<file path="src/verilog/ipm_pkg.sv">
package ipm_pkg;
  // Source indices in polling order; index 0 is polled first.
  localparam int unsigned IPM_NUM_SRC  = 10;
  localparam int unsigned IPM_SRC_EXT0 = 0;
  localparam int unsigned IPM_SRC_BO   = 1;
  localparam int unsigned IPM_SRC_T0   = 2;
  localparam int unsigned IPM_SRC_EXT1 = 3;
  localparam int unsigned IPM_SRC_T1   = 4;
  localparam int unsigned IPM_SRC_PCA  = 5;
  localparam int unsigned IPM_SRC_EXT2 = 6;
  localparam int unsigned IPM_SRC_EXT3 = 7;
  localparam int unsigned IPM_SRC_SER  = 8;
  localparam int unsigned IPM_SRC_T2   = 9;

  // Vector addresses by source index.
  localparam logic [15:0] IPM_VEC_EXT0  = 16'h0003;
  localparam logic [15:0] IPM_VEC_BO    = 16'h004b;
  localparam logic [15:0] IPM_VEC_T0    = 16'h000b;
  localparam logic [15:0] IPM_VEC_EXT1  = 16'h0013;
  localparam logic [15:0] IPM_VEC_T1    = 16'h001b;
  localparam logic [15:0] IPM_VEC_PCA   = 16'h0033;
  localparam logic [15:0] IPM_VEC_EXT2  = 16'h003b;
  localparam logic [15:0] IPM_VEC_EXT3  = 16'h0043;
  localparam logic [15:0] IPM_VEC_SER   = 16'h0023;
  localparam logic [15:0] IPM_VEC_T2    = 16'h002b;
  localparam logic [15:0] IPM_VEC_RESET = 16'h0000;

  // Power control write values and bit positions.
  localparam logic [7:0] IPM_POWER_CONTROL_REGISTER_IDLE_VAL = 8'h01;
  localparam logic [7:0] IPM_POWER_CONTROL_REGISTER_PD_VAL   = 8'h02;
  localparam int unsigned IPM_POWER_CONTROL_REGISTER_IDL_BIT = 0;
  localparam int unsigned IPM_POWER_CONTROL_REGISTER_PD_BIT  = 1;
  localparam logic [7:0] IPM_POWER_CONTROL_REGISTER_RESET    = 8'h00;

  // Brown-out enable location in the extended enable register.
  localparam logic [7:0] IPM_IEA_ADDR   = 8'he8;
  localparam int unsigned IPM_EBO_BIT   = 3;

  // Level used when no service routine is active.
  localparam logic [2:0] IPM_LEVEL_NONE = 3'h0;

  typedef enum logic [1:0] {
    IPM_RUN   = 2'b00,
    IPM_IDLE  = 2'b01,
    IPM_PDOWN = 2'b11
  } ipm_mode_e;
endpackage : ipm_pkg
</file>
<file path="src/verilog/ipm_interrupt_power.sv">
`timescale 1ns/100ps
// Behaviour
// - Four priority levels; higher level pending request is serviced first.
// - Serial transmit, receive and SPI done share one source at 0023H.
// - Each source presents its fixed vector address.
// - Within one level, fixed polling order ext0 first, timer2 last.
// - Writing 01H to power control sets idle bit; core halts, rest runs.
// - Register and RAM contents stay unchanged while idle.
// - Taking an enabled interrupt while idle clears the idle bit.
// - After return, code resumes after the instruction that entered low power.
// - Address latch strobe and program store enable held high while idle.
// - Hardware reset ends idle or power-down like a power-on reset.
// - Writing 02H to power control sets power-down bit, enters power-down.
// - Power-down stops the clock; only level external requests register.
// - SRAM and register contents retained through power-down.
// - Only enabled level ext0 or ext1 wakes power-down, or reset.
// - Taking the wake-up interrupt clears the power-down bit.
// - Wake pin returning high starts the service routine's first instruction; here the clock restarts and the wake is taken while the pin is still low.
// - Address latch strobe and program store enable held low in power-down.
// - Brown-out enable is bit 3 at E8H; clear means reset to 0000H.
module ipm_interrupt_power
  import ipm_pkg::*;
(
  input  wire logic        i_clk_sys,
  input  wire logic        i_rst,
  input  wire logic        i_ext0_request_flag,
  input  wire logic        i_ext1_request_flag,
  input  wire logic        i_ext2_request_flag,
  input  wire logic        i_ext3_request_flag,
  input  wire logic        i_ext0_level_mode,
  input  wire logic        i_ext1_level_mode,
  input  wire logic        i_brownout,
  input  wire logic        i_timer0_overflow_flag,
  input  wire logic        i_timer1_overflow_flag,
  input  wire logic        i_timer2_overflow_flag,
  input  wire logic        i_timer2_external_flag,
  input  wire logic        i_counter_array_overflow_flag,
  input  wire logic        i_counter_module_match_flag,
  input  wire logic        i_serial_transmit_flag,
  input  wire logic        i_serial_receive_flag,
  input  wire logic        i_spi_done_flag,
  input  wire logic        i_global_enable,
  input  wire logic        i_ext0_enable,
  input  wire logic        i_brownout_irq_enable,
  input  wire logic        i_timer0_irq_enable,
  input  wire logic        i_ext1_enable,
  input  wire logic        i_timer1_irq_enable,
  input  wire logic        i_counter_array_irq_enable,
  input  wire logic        i_ext2_enable,
  input  wire logic        i_ext3_enable,
  input  wire logic        i_serial_irq_enable,
  input  wire logic        i_timer2_irq_enable,
  input  wire logic [1:0]  i_ext0_priority_bits,
  input  wire logic [1:0]  i_brownout_priority_bits,
  input  wire logic [1:0]  i_timer0_priority_bits,
  input  wire logic [1:0]  i_ext1_priority_bits,
  input  wire logic [1:0]  i_timer1_priority_bits,
  input  wire logic [1:0]  i_counter_array_priority_bits,
  input  wire logic [1:0]  i_ext2_priority_bits,
  input  wire logic [1:0]  i_ext3_priority_bits,
  input  wire logic [1:0]  i_serial_priority_bits,
  input  wire logic [1:0]  i_timer2_priority_bits,
  input  wire logic        i_power_control_register_write,
  input  wire logic [7:0]  i_power_control_register_wdata,
  input  wire logic        i_vector_ack,
  input  wire logic        i_service_return,
  output logic             o_irq_request,
  output logic [15:0]      o_vector_address,
  output logic [3:0]       o_irq_source,
  output logic             o_brownout_reset,
  output logic             o_idle_request_bit,
  output logic             o_powerdown_request_bit,
  output logic             o_cpu_halt,
  output logic             o_clock_stop,
  output logic             o_ale,
  output logic             o_program_store_enable_n
);

  logic [IPM_NUM_SRC-1:0] src_pend;
  logic [IPM_NUM_SRC-1:0] src_en;
  logic [1:0]             src_prio [IPM_NUM_SRC];
  logic [15:0]            src_vec  [IPM_NUM_SRC];
  logic [IPM_NUM_SRC-1:0] src_ok;
  logic [2:0]             active_level;
  logic                   order_ok;
  logic [3:0]             win_idx;
  logic [2:0]             win_level;
  logic                   win_valid;
  logic                   take;
  logic                   wake_pd;
  logic                   ext_pin_low;
  ipm_mode_e              mode;
  ipm_mode_e              next_mode;

  // Shared sources are OR-ed once so each gets one vector and one enable.
  assign src_pend[IPM_SRC_EXT0] = i_ext0_request_flag;
  assign src_pend[IPM_SRC_BO]   = i_brownout;
  assign src_pend[IPM_SRC_T0]   = i_timer0_overflow_flag;
  assign src_pend[IPM_SRC_EXT1] = i_ext1_request_flag;
  assign src_pend[IPM_SRC_T1]   = i_timer1_overflow_flag;
  assign src_pend[IPM_SRC_PCA]  = i_counter_array_overflow_flag | i_counter_module_match_flag;
  assign src_pend[IPM_SRC_EXT2] = i_ext2_request_flag;
  assign src_pend[IPM_SRC_EXT3] = i_ext3_request_flag;
  assign src_pend[IPM_SRC_SER]  = i_serial_transmit_flag | i_serial_receive_flag |
                                  i_spi_done_flag;
  assign src_pend[IPM_SRC_T2]   = i_timer2_overflow_flag | i_timer2_external_flag;

  // Per-source enables in polling order.
  assign src_en = {i_timer2_irq_enable, i_serial_irq_enable, i_ext3_enable, i_ext2_enable,
                   i_counter_array_irq_enable, i_timer1_irq_enable, i_ext1_enable,
                   i_timer0_irq_enable, i_brownout_irq_enable, i_ext0_enable};

  // Priority pairs and vectors in polling order.
  assign src_prio[IPM_SRC_EXT0] = i_ext0_priority_bits;
  assign src_prio[IPM_SRC_BO]   = i_brownout_priority_bits;
  assign src_prio[IPM_SRC_T0]   = i_timer0_priority_bits;
  assign src_prio[IPM_SRC_EXT1] = i_ext1_priority_bits;
  assign src_prio[IPM_SRC_T1]   = i_timer1_priority_bits;
  assign src_prio[IPM_SRC_PCA]  = i_counter_array_priority_bits;
  assign src_prio[IPM_SRC_EXT2] = i_ext2_priority_bits;
  assign src_prio[IPM_SRC_EXT3] = i_ext3_priority_bits;
  assign src_prio[IPM_SRC_SER]  = i_serial_priority_bits;
  assign src_prio[IPM_SRC_T2]   = i_timer2_priority_bits;
  assign src_vec[IPM_SRC_EXT0]  = IPM_VEC_EXT0;
  assign src_vec[IPM_SRC_BO]    = IPM_VEC_BO;
  assign src_vec[IPM_SRC_T0]    = IPM_VEC_T0;
  assign src_vec[IPM_SRC_EXT1]  = IPM_VEC_EXT1;
  assign src_vec[IPM_SRC_T1]    = IPM_VEC_T1;
  assign src_vec[IPM_SRC_PCA]   = IPM_VEC_PCA;
  assign src_vec[IPM_SRC_EXT2]  = IPM_VEC_EXT2;
  assign src_vec[IPM_SRC_EXT3]  = IPM_VEC_EXT3;
  assign src_vec[IPM_SRC_SER]   = IPM_VEC_SER;
  assign src_vec[IPM_SRC_T2]    = IPM_VEC_T2;

  // A source qualifies only when enabled both locally and globally. In power-down
  // the clock is notionally stopped, so only level external 0 and 1 stay eligible.
  genvar g;
  generate
    for (g = 0; g < IPM_NUM_SRC; g++) begin : g_qual
      if (g == IPM_SRC_EXT0 || g == IPM_SRC_EXT1) begin : g_wake
        logic lvl;
        assign lvl = (g == IPM_SRC_EXT0) ? i_ext0_level_mode : i_ext1_level_mode;
        assign src_ok[g] = src_pend[g] & src_en[g] & i_global_enable &
                           ((mode != IPM_PDOWN) | lvl);
      end else begin : g_plain
        assign src_ok[g] = src_pend[g] & src_en[g] & i_global_enable &
                           (mode != IPM_PDOWN);
      end
    end
  endgenerate

  // Highest level wins; scanning from the last source lets earlier ones
  // overwrite on equal level, which gives the fixed polling order.
  always_comb begin
    win_idx   = 4'h0;
    win_level = IPM_LEVEL_NONE;
    win_valid = 1'b0;
    for (int i = IPM_NUM_SRC - 1; i >= 0; i--) begin
      if (src_ok[i] && (!win_valid || {1'b0, src_prio[i]} >= win_level)) begin
        win_idx   = 4'(i);
        win_level = {1'b0, src_prio[i]};
        win_valid = 1'b1;
      end
    end
  end

  // Active level is one above the level number so that level 0 can preempt nothing.
  logic [3:0] in_service;
  always_comb begin
    int k;
    k = 0;
    for (int j = 0; j < 4; j++) begin
      if (in_service[j]) begin
        k = j + 1;
      end
    end
    active_level = 3'(k);
  end

  // A request is offered only while strictly above the running routine.
  assign o_irq_request = win_valid && ((win_level + 3'h1) > active_level);
  assign take          = o_irq_request && i_vector_ack;
  assign ext_pin_low   = src_ok[IPM_SRC_EXT0] | src_ok[IPM_SRC_EXT1];
  assign wake_pd       = (mode == IPM_PDOWN) && take;

  // Vector and source number come from flops so they are stable at the ack.
  always_ff @(posedge i_clk_sys) begin
    if (i_rst) begin
      o_vector_address <= IPM_VEC_RESET;
      o_irq_source     <= 4'h0;
    end else if (!take) begin
      o_vector_address <= src_vec[win_idx];
      o_irq_source     <= win_idx;
    end
  end

  // One bit per level marks a routine in progress; a return clears the top one.
  always_ff @(posedge i_clk_sys) begin
    if (i_rst) begin
      in_service <= 4'h0;
    end else if (take) begin
      in_service[win_level[1:0]] <= 1'b1;
    end else if (i_service_return) begin
      in_service <= in_service & ~(4'h1 << (active_level - 3'h1));
    end
  end

  // Brown-out with its enable clear forces a restart from address zero.
  always_ff @(posedge i_clk_sys) begin
    if (i_rst) begin
      o_brownout_reset <= 1'b0;
    end else begin
      o_brownout_reset <= i_brownout && !i_brownout_irq_enable;
    end
  end

  // Power mode: entry by power control writes, exit by a taken interrupt.
  always_comb begin
    next_mode = mode;
    case (mode)
      IPM_RUN: begin
        if (i_power_control_register_write && i_power_control_register_wdata[IPM_POWER_CONTROL_REGISTER_PD_BIT]) begin
          next_mode = IPM_PDOWN;
        end else if (i_power_control_register_write && i_power_control_register_wdata[IPM_POWER_CONTROL_REGISTER_IDL_BIT]) begin
          next_mode = IPM_IDLE;
        end
      end
      IPM_IDLE: begin
        if (take) begin
          next_mode = IPM_RUN;
        end
      end
      IPM_PDOWN: begin
        if (wake_pd) begin
          next_mode = IPM_RUN;
        end
      end
      default: next_mode = IPM_RUN;
    endcase
  end

  always_ff @(posedge i_clk_sys) begin
    if (i_rst) begin
      mode <= IPM_RUN;
    end else begin
      mode <= next_mode;
    end
  end

  // The core is halted; its registers simply hold because it stops fetching.
  assign o_idle_request_bit      = (mode == IPM_IDLE);
  assign o_powerdown_request_bit = (mode == IPM_PDOWN);
  assign o_cpu_halt              = (mode != IPM_RUN);
  // The clock runs again as soon as a wake pin is pulled low, so the routine
  // can start while the external agent still holds the pin low.
  assign o_clock_stop            = (mode == IPM_PDOWN) && !ext_pin_low;
  assign o_ale                   = (mode != IPM_PDOWN);
  assign o_program_store_enable_n = (mode != IPM_PDOWN);

  // Order check helper: no qualified source may outrank the winner, and an
  // equal-level winner must be the earliest polled one. It is written apart
  // from the arbiter so that a slip in the scan direction shows up here.
  always_comb begin
    order_ok = 1'b1;
    for (int i = 0; i < IPM_NUM_SRC; i++) begin
      if (src_ok[i] && ({1'b0, src_prio[i]} > win_level)) begin
        order_ok = 1'b0;
      end
      if (src_ok[i] && ({1'b0, src_prio[i]} == win_level) && (4'(i) < win_idx)) begin
        order_ok = 1'b0;
      end
    end
  end
endmodule : ipm_interrupt_power

</file>
<file path="config.mk">
export PLATFORM = sky130hd
export DESIGN_NAME = ipm_interrupt_power
export DESIGN_NICKNAME = d
export VERILOG_FILES = /design/src/verilog/ipm_pkg.sv /design/src/verilog/ipm_interrupt_power.sv
export SDC_FILE = /design/constraint.sdc
export NUM_CORES = 1
export LEC_CHECK = 0
export BUFFER_PORTS_ARGS = -buffer_cell sky130_fd_sc_hd__buf_2
export CAP_MARGIN = 15
export CELL_PAD_IN_SITES_DETAIL_PLACEMENT = 0
export CELL_PAD_IN_SITES_GLOBAL_PLACEMENT = 1
export CORE_MARGIN = 2
export CORE_UTILIZATION = 34
export DETAILED_ROUTE_END_ITERATION = 16
export GPL_ROUTABILITY_DRIVEN = 0
export GPL_TIMING_DRIVEN = 0
export PLACE_DENSITY_LB_ADDON = 0.1
export SLEW_MARGIN = 0
export SYNTH_ARGS = -nofsm -noshare
export SYNTH_HDL_FRONTEND = slang
export SYNTH_SLANG_ARGS = --single-unit
</file>
<file path="constraint.sdc">
create_clock -name i_clk_sys -period 18.98 [get_ports i_clk_sys]
set_input_delay 1.898 -clock i_clk_sys [delete_from_list [all_inputs] [get_ports i_clk_sys]]
set_output_delay 1.898 -clock i_clk_sys [all_outputs]
set_load 0.1 [all_outputs]
</file>
**Yosys cells after proc, flatten, opt, wreduce, memory -nomap -nowiden**

Memory sizes are Yosys's and may differ from the RTL's. A register that Yosys moved wholly into a read port is not among the register bits.
Cells that the tools add are included.

- Register bits: 11
- Latch bits: 0
- Memory bits (writable): 0
- Bits in read-only memories: 256
- Bits of input ports: 60
- Output and inout bits: 28
- Logic and storage cells: 152
- Memories: 1

Memories:

| memory | words | bits a word | rd ports | clocked after memory_dff | write ports | line | RTL |
|---|---|---|---|---|---|---|---|
| (no name shown) | 16 | 16 | 1 | 1 | 0 | ipm_interrupt_power.sv:192 | `o_vector_address <= src_vec[win_idx];` |

- $add $sub $neg: 2
- $mul: 0
- Divide/modulo/power cells: 0
- $lt $le $gt $ge: 12
- Equal/unequal tests: 6
- Shift operators: 1
- Multiplexer cells: 43
- Bitwise logic cells: 41
- Reduce and logical (&&, ||, !) cells: 42

Operator list:

| operator | count |
|---|---|
| $mux W4 | 12 |
| $mux W3 | 12 |
| $and A1 B1 Y1 | 30 |
| $ge A2 B3 Y1 | 9 |
| $logic_and A1 B1 Y1 | 17 |
| $logic_not A1 Y1 | 12 |
| $mux W1 | 12 |
| $mux W2 | 5 |
| $logic_or A1 B1 Y1 | 9 |
| $or A1 B1 Y1 | 7 |
| $pmux W2 S3 | 1 |
| $not A4 Y5 | 1 |
| $and A4 B4 Y4 | 1 |
| $ne A2 B1 Y1 const B | 2 |
| $not A4 Y4 | 1 |
| $or A4 B4 Y4 | 1 |
| $reduce_bool A2 Y1 | 2 |
| $shl A1 B3 Y4 const A | 1 |
| $add A3 B1 Y3 const B | 1 |
| $gt A3 B3 Y1 | 1 |
| $lt A2 B3 Y1 const B | 1 |
| $ne A3 B3 Y1 const B | 1 |
| $reduce_and A3 Y1 | 1 |
| $sub A3 B1 Y3 const B | 1 |
| other kinds (6) | 6 |

**Depth between registers and ports, before layout**

- Depth in word-level cells: 48
- Mapped depth: 68
- Mapped depth without buffers: 66

**Worst setup path before layout**

No wires, ideal clock.

- Path kind: input-to-output
- Start point: in i_global_enable
- End point: out o_irq_request
- Arrival time: 14.778 ns
- Required time: 17.082 ns
- Slack: 2.304 ns
- Stages: 59
- Path buffers: 1
- Path through: a21boi_1 o2111ai_1 inv_1 ha_1 nand2b_1 a211oi_1 nor4_1 or2_2 ha_1 nand2b_1 a221oi_2 nor3_1 a21o_1 and2_1 ha_1 a21oi_1 a211o_2 a31oi_1 (+23 left out) ha_1 nand2b_1 a21o_1 o21ai_1 nor2_1 a21o_1 ha_1 nand2b_1 a21o_1 o21ai_1 o21ai_0 a21o_1 ha_1 ha_1 a21oi_1 nor2_1 o21ai_0 a21oi_1

- Word-level cells in the longest chain between the ends: 42
- Elaborated cells on any way between the ends: 79
- Classes of those cells: add/sub (1); order compare (10); mux (20); bitwise (20); reduce/logical (28)

RTL lines:

| element | line | RTL |
|---|---|---|
| start: declaration | ipm_interrupt_power.sv:42 | `input wire logic i_global_enable,` |
| $and A1 B1 Y1 (2 in a row) | ipm_interrupt_power.sv:146 | `assign src_ok[g] = src_pend[g] & src_en[g] & i_global_enable &` |
| $mux W2 / $mux W1 (equally long branches) | ipm_interrupt_power.sv:159 | `if (src_ok[i] && (!win_valid \|\| {1'b0, src_prio[i]} >= win_level)) begin` |
| $ge A2 B3 Y1 / $logic_not A1 Y1 (equally long branches) | ipm_interrupt_power.sv:159 |  |
| $logic_or A1 B1 Y1 | ipm_interrupt_power.sv:159 |  |
| $logic_and A1 B1 Y1 | ipm_interrupt_power.sv:159 |  |
| $mux W3 / $mux W1 (equally long branches) | ipm_interrupt_power.sv:159 |  |
| $ge A2 B3 Y1 / $logic_not A1 Y1 (equally long branches) | ipm_interrupt_power.sv:159 |  |
| $logic_or A1 B1 Y1 | ipm_interrupt_power.sv:159 |  |
| (+25 left out) | -- |  |
| $mux W3 / $mux W1 (equally long branches) | ipm_interrupt_power.sv:159 |  |
| $ge A2 B3 Y1 / $logic_not A1 Y1 (equally long branches) | ipm_interrupt_power.sv:159 |  |
| $logic_or A1 B1 Y1 | ipm_interrupt_power.sv:159 |  |
| $logic_and A1 B1 Y1 | ipm_interrupt_power.sv:159 |  |
| $mux W3 | ipm_interrupt_power.sv:159 |  |
| $add A3 B1 Y3 | ipm_interrupt_power.sv:181 | `assign o_irq_request = win_valid && ((win_level + 3'h1) > active_level);` |
| $gt A3 B3 Y1 | ipm_interrupt_power.sv:181 |  |
| $logic_and A1 B1 Y1 * | ipm_interrupt_power.sv:181 |  |
| end: declaration | ipm_interrupt_power.sv:67 | `output logic o_irq_request,` |

Every way passes the cells marked *; elsewhere a longest branch is shown, timed or not.

**Worst setup path after layout**

Ends and elaborated chain as after synthesis.

==> metrics.txt <==
# TYPE chip_impl_metric gauge
chip_impl_info{name="r2r-end",value="o_vector_address[6]"} 1
chip_impl_info{name="netlist_top_cells_area",value="ha_1 16%, dfxtp_1 15%, nand2_1 5.6%"} 1
chip_impl_metric{name="finish.net_count",unit=""} 446
chip_impl_metric{name="design.die.area",unit="mm2"} 0.00676
chip_impl_metric{name="synth-seq-area-share",unit=""} 0.154
chip_impl_info{name="tritoncts",value="yes"} 1
chip_impl_metric{name="grt_pass1_vias",unit=""} 2003
chip_impl_metric{name="cts_repair_resize_count",unit=""} 0
chip_impl_metric{name="critical-path-max-stage-delay",unit="ns"} 0.57
chip_impl_metric{name="clk_path_buf_depth",unit=""} 2
chip_impl_info{name="grt_setup_unrepaired",value="no"} 1
chip_impl_info{name="hold_start",value="o_vector_address[5]"} 1
chip_impl_metric{name="irDropWorstVdd",unit="V"} 0.0000698
chip_impl_metric{name="timing.reg2reg.setup_slack",unit="ns"} 4.24
chip_impl_metric{name="critical_path_arrival",unit="ns"} 15.65
chip_impl_info{name="setup.worst_path.class",value="primary input to primary output"} 1
chip_impl_metric{name="cts_made_buffers",unit=""} 3
chip_impl_metric{name="cap_viol_max_count",unit=""} 0
chip_impl_info{name="min-delay-path-class",value="flop to flop"} 1
chip_impl_metric{name="floorplan.initialDensity",unit=""} 0.351
chip_impl_metric{name="ys_warn_count",unit=""} 0
chip_impl_metric{name="post_route_drc_violation_count",unit=""} 0
chip_impl_metric{name="grt.overflow.total",unit=""} 0
chip_impl_metric{name="flow.area_growth_from_synthesis",unit="%"} 25.9
chip_impl_info{name="end_kind",value="primary output"} 1
chip_impl_metric{name="clock_latency",unit="ns"} 0.25
chip_impl_metric{name="ys_async_sr_fraction",unit=""} 0
chip_impl_info{name="worst_setup_path_start_kind",value="primary input"} 1
chip_impl_metric{name="cp_data_required_time",unit="ns"} 17.08
chip_impl_metric{name="power.density_cell_area",unit="mW/mm2"} 83.0
chip_impl_info{name="critPathSlowestCell",value="a21boi_1"} 1
chip_impl_metric{name="coreArea",unit="mm2"} 0.00592
chip_impl_metric{name="syn_area",unit="mm2"} 0.00208
chip_impl_metric{name="grt_max_degree",unit=""} 11
chip_impl_metric{name="totalWireLength",unit="mm"} 5.35
chip_impl_metric{name="finalSetupTns",unit="ns"} 0
chip_impl_info{name="cts.root.buffer_cell",value="clkbuf_8"} 1
chip_impl_metric{name="dp_hpwl",unit="mm"} 4.48
chip_impl_metric{name="detailroute.via_count",unit=""} 2147
chip_impl_metric{name="clock-sinks",unit=""} 16
chip_impl_metric{name="floorplan.rows",unit=""} 28
chip_impl_metric{name="post-cts-setup-buffers",unit=""} 0
chip_impl_metric{name="max_clock_freq",unit="MHz"} 57.0
chip_impl_metric{name="hold_buffers",unit=""} 0
chip_impl_metric{name="report.final.setup_viol",unit=""} 0
chip_impl_metric{name="yosys_register_bits",unit=""} 16
chip_impl_info{name="rr_startpoint",value="mode[0]"} 1
chip_impl_metric{name="antenna_found_initial",unit=""} 0
chip_impl_metric{name="post_drt_wl_per_cell",unit="um"} 12.4
chip_impl_metric{name="drt-initial-drc-count",unit=""} 74
chip_impl_info{name="startpoint",value="i_global_enable"} 1
chip_impl_metric{name="tightestPinTransition",unit="ns"} 0.668
chip_impl_metric{name="layout_worst_path_cycle_share",unit=""} 0.925
chip_impl_info{name="outcome",value="finished, final reports clean"} 1
chip_impl_metric{name="utilization",unit=""} 0.442
chip_impl_metric{name="route.antenna.remaining_nets",unit=""} 0
chip_impl_metric{name="htree_num_levels",unit=""} 1
chip_impl_metric{name="timing.final.max_slew_violations",unit=""} 0
chip_impl_info{name="yosys_most_used_dff",value="dfxtp_1"} 1
chip_impl_metric{name="clock_skew",unit="ns"} 0.000336
chip_impl_metric{name="chipHeight",unit="um"} 82.2
chip_impl_metric{name="synthDominantCellAreaShare",unit=""} 0.162
chip_impl_metric{name="ports",unit=""} 88
chip_impl_metric{name="antennaDiodeCount",unit=""} 0
chip_impl_metric{name="final_layout_size_suffix_gt1_frac",unit=""} 0.296
chip_impl_metric{name="grt_first_pass_wirelength",unit="mm"} 8.94
chip_impl_metric{name="final_period_minus_worst_setup_slack",unit="ns"} 17.55
chip_impl_metric{name="synth.distinct_cells",unit=""} 55
chip_impl_info{name="worstSetupEndpoint",value="o_irq_request"} 1
chip_impl_metric{name="drt-pass1-iter-count",unit=""} 4
chip_impl_metric{name="reg2regPathDepth",unit=""} 66
chip_impl_metric{name="port_bufs",unit=""} 71
chip_impl_metric{name="postSynthAreaPerCell",unit="um2"} 7.59
chip_impl_metric{name="groute.usage.overall",unit=""} 0.168
chip_impl_metric{name="clk_pin_slew",unit="ns"} 0.07
chip_impl_metric{name="netlist_instances",unit=""} 274
chip_impl_metric{name="hold_viol",unit=""} 0
chip_impl_metric{name="post_drt_via_cell_ratio",unit=""} 4.96
chip_impl_metric{name="power.leakage",unit="nW"} 1.34
chip_impl_metric{name="critPathMaxFanout",unit=""} 10
chip_impl_metric{name="fp.dieW",unit="um"} 82.2
chip_impl_metric{name="edff_count_synth",unit=""} 0
chip_impl_info{name="yosysTopAreaCell",value="ha_1"} 1
chip_impl_metric{name="slew_headroom",unit=""} 0.554
chip_impl_info{name="cpMostUsedCell",value="ha_1"} 1
[power breakdown]
group,internal (mW),switching [mW]
clock,0.0184,0.0127
combinational,0.0395,0.104
sequential,0.0392,0.00317
total,0.0971,0.120
[synthesized netlist by cell type, types with 3 or more instances]
cell type	count
nor3_1	5
nand2_1	31
o211ai_1	4
a21o_1	7
nor2_1	23
buf_4	12
o21ai_0	8
mux2i_1	6
nand2b_1	10
o21ai_1	3
ha_1	27
nand4_1	5
mux2_4	4
and2_1	7
a31oi_1	4
nor4_1	3
nand3_1	8
clkbuf_1	3
dfxtp_1	16
inv_1	22
a21oi_1	21
[registers in the layout (all words and copies together), names as in the netlist]
name	count
in_service	4
o_brownout_reset	1
o_irq_source	4
o_vector_address	5
mode	2
[worst min path at each step]
stage,endpoint,cells after the start
2_1_floorplan,in_service[0],2
3_3_place_gp,o_vector_address[5],2
3_5_place_dp,o_vector_address[5],2
4_1_cts,o_vector_address[5],2
5_1_grt,o_vector_address[5],2
6_report,o_vector_address[5],2
[cell families (layout without fill, tap and decap cells)]
group	Yosys count	count (layout)	share of synthesized area
AND/OR/NAND/NOR	102	102	0.240
AO/OA/AOI/OAI	79	79	0.285
buffers and inverters	39	114	0.0993
adder cells (fa/ha/maj)	27	27	0.162
flip-flops	16	16	0.154
multiplexers	10	10	0.0578
other	1	10	0.00180
[through the flow]
stage               area, um2  instances  setup WS (ns)  hold WS, ns  total power, mW
CTS                      2620        433           1.31        0.454            0.220
detailed placement       2560        429           1.40        0.444            0.188
floorplan                2110        283           2.30        0.449            0.160
global placement         2560        429           1.38        0.445            0.187
finish                   2620        433           1.43        0.452            0.217
global route             2620        433          0.307        0.475            0.235
[layer usage]
| layer | global-route usage | vias up | part of all wire | wire length, um |
|---|---|---|---|---|
| li1 | - | 1144 | - | - |
| met1 | 0.235 | 944 | 0.51 | 2730 |
| met2 | 0.275 | 55 | 0.42 | 2270 |
| met3 | 0.0272 | 4 | 0.059 | 314 |
| met4 | 0.0250 | 0 | 0.0060 | 32 |
| met5 | 0 | - | 0 | 0 |
[worst max-delay path: cells and delay by family]
kind	cells	cell delay [ns]
AO/OA/AOI/OAI	25	5.95
adder cells (fa/ha/maj)	11	2.91
buffers and inverters	5	0.92
multiplexers	4	1.33
AND/OR/NAND/NOR	17	2.60
[cell type report]
cell class	count	area (um2)
Clock buffer	4	55.1
Multi-Input combinational cell	228	1590
Inverter	22	82.6
Tap cell	75	93.8
Sequential cell	16	320
Fill cell	664	3300
Buffer	17	124
Timing Repair Buffer	71	355
[cell usage in the layout (no fill, tap or decap), types with 3 or more instances in the layout]
cell	synthesis	layout
mux2_4	4	4
o21ai_1	3	3
buf_2	0	71
mux2i_1	6	6
a21o_1	7	7
ha_1	27	27
nand2b_1	10	10
buf_4	12	12
o211ai_1	4	4
a31oi_1	4	4
dfxtp_1	16	16
nand3_1	8	8
and2_1	7	7
inv_1	22	22
conb_1	1	10
nor3_1	5	5
clkbuf_1	3	3
nor2_1	23	23
o21ai_0	8	8
clkbuf_8	0	4
nand4_1	5	5
nor4_1	3	3
a21oi_1	21	21
nand2_1	31	31
No activity file was read; power rests on OpenSTA's default activity.
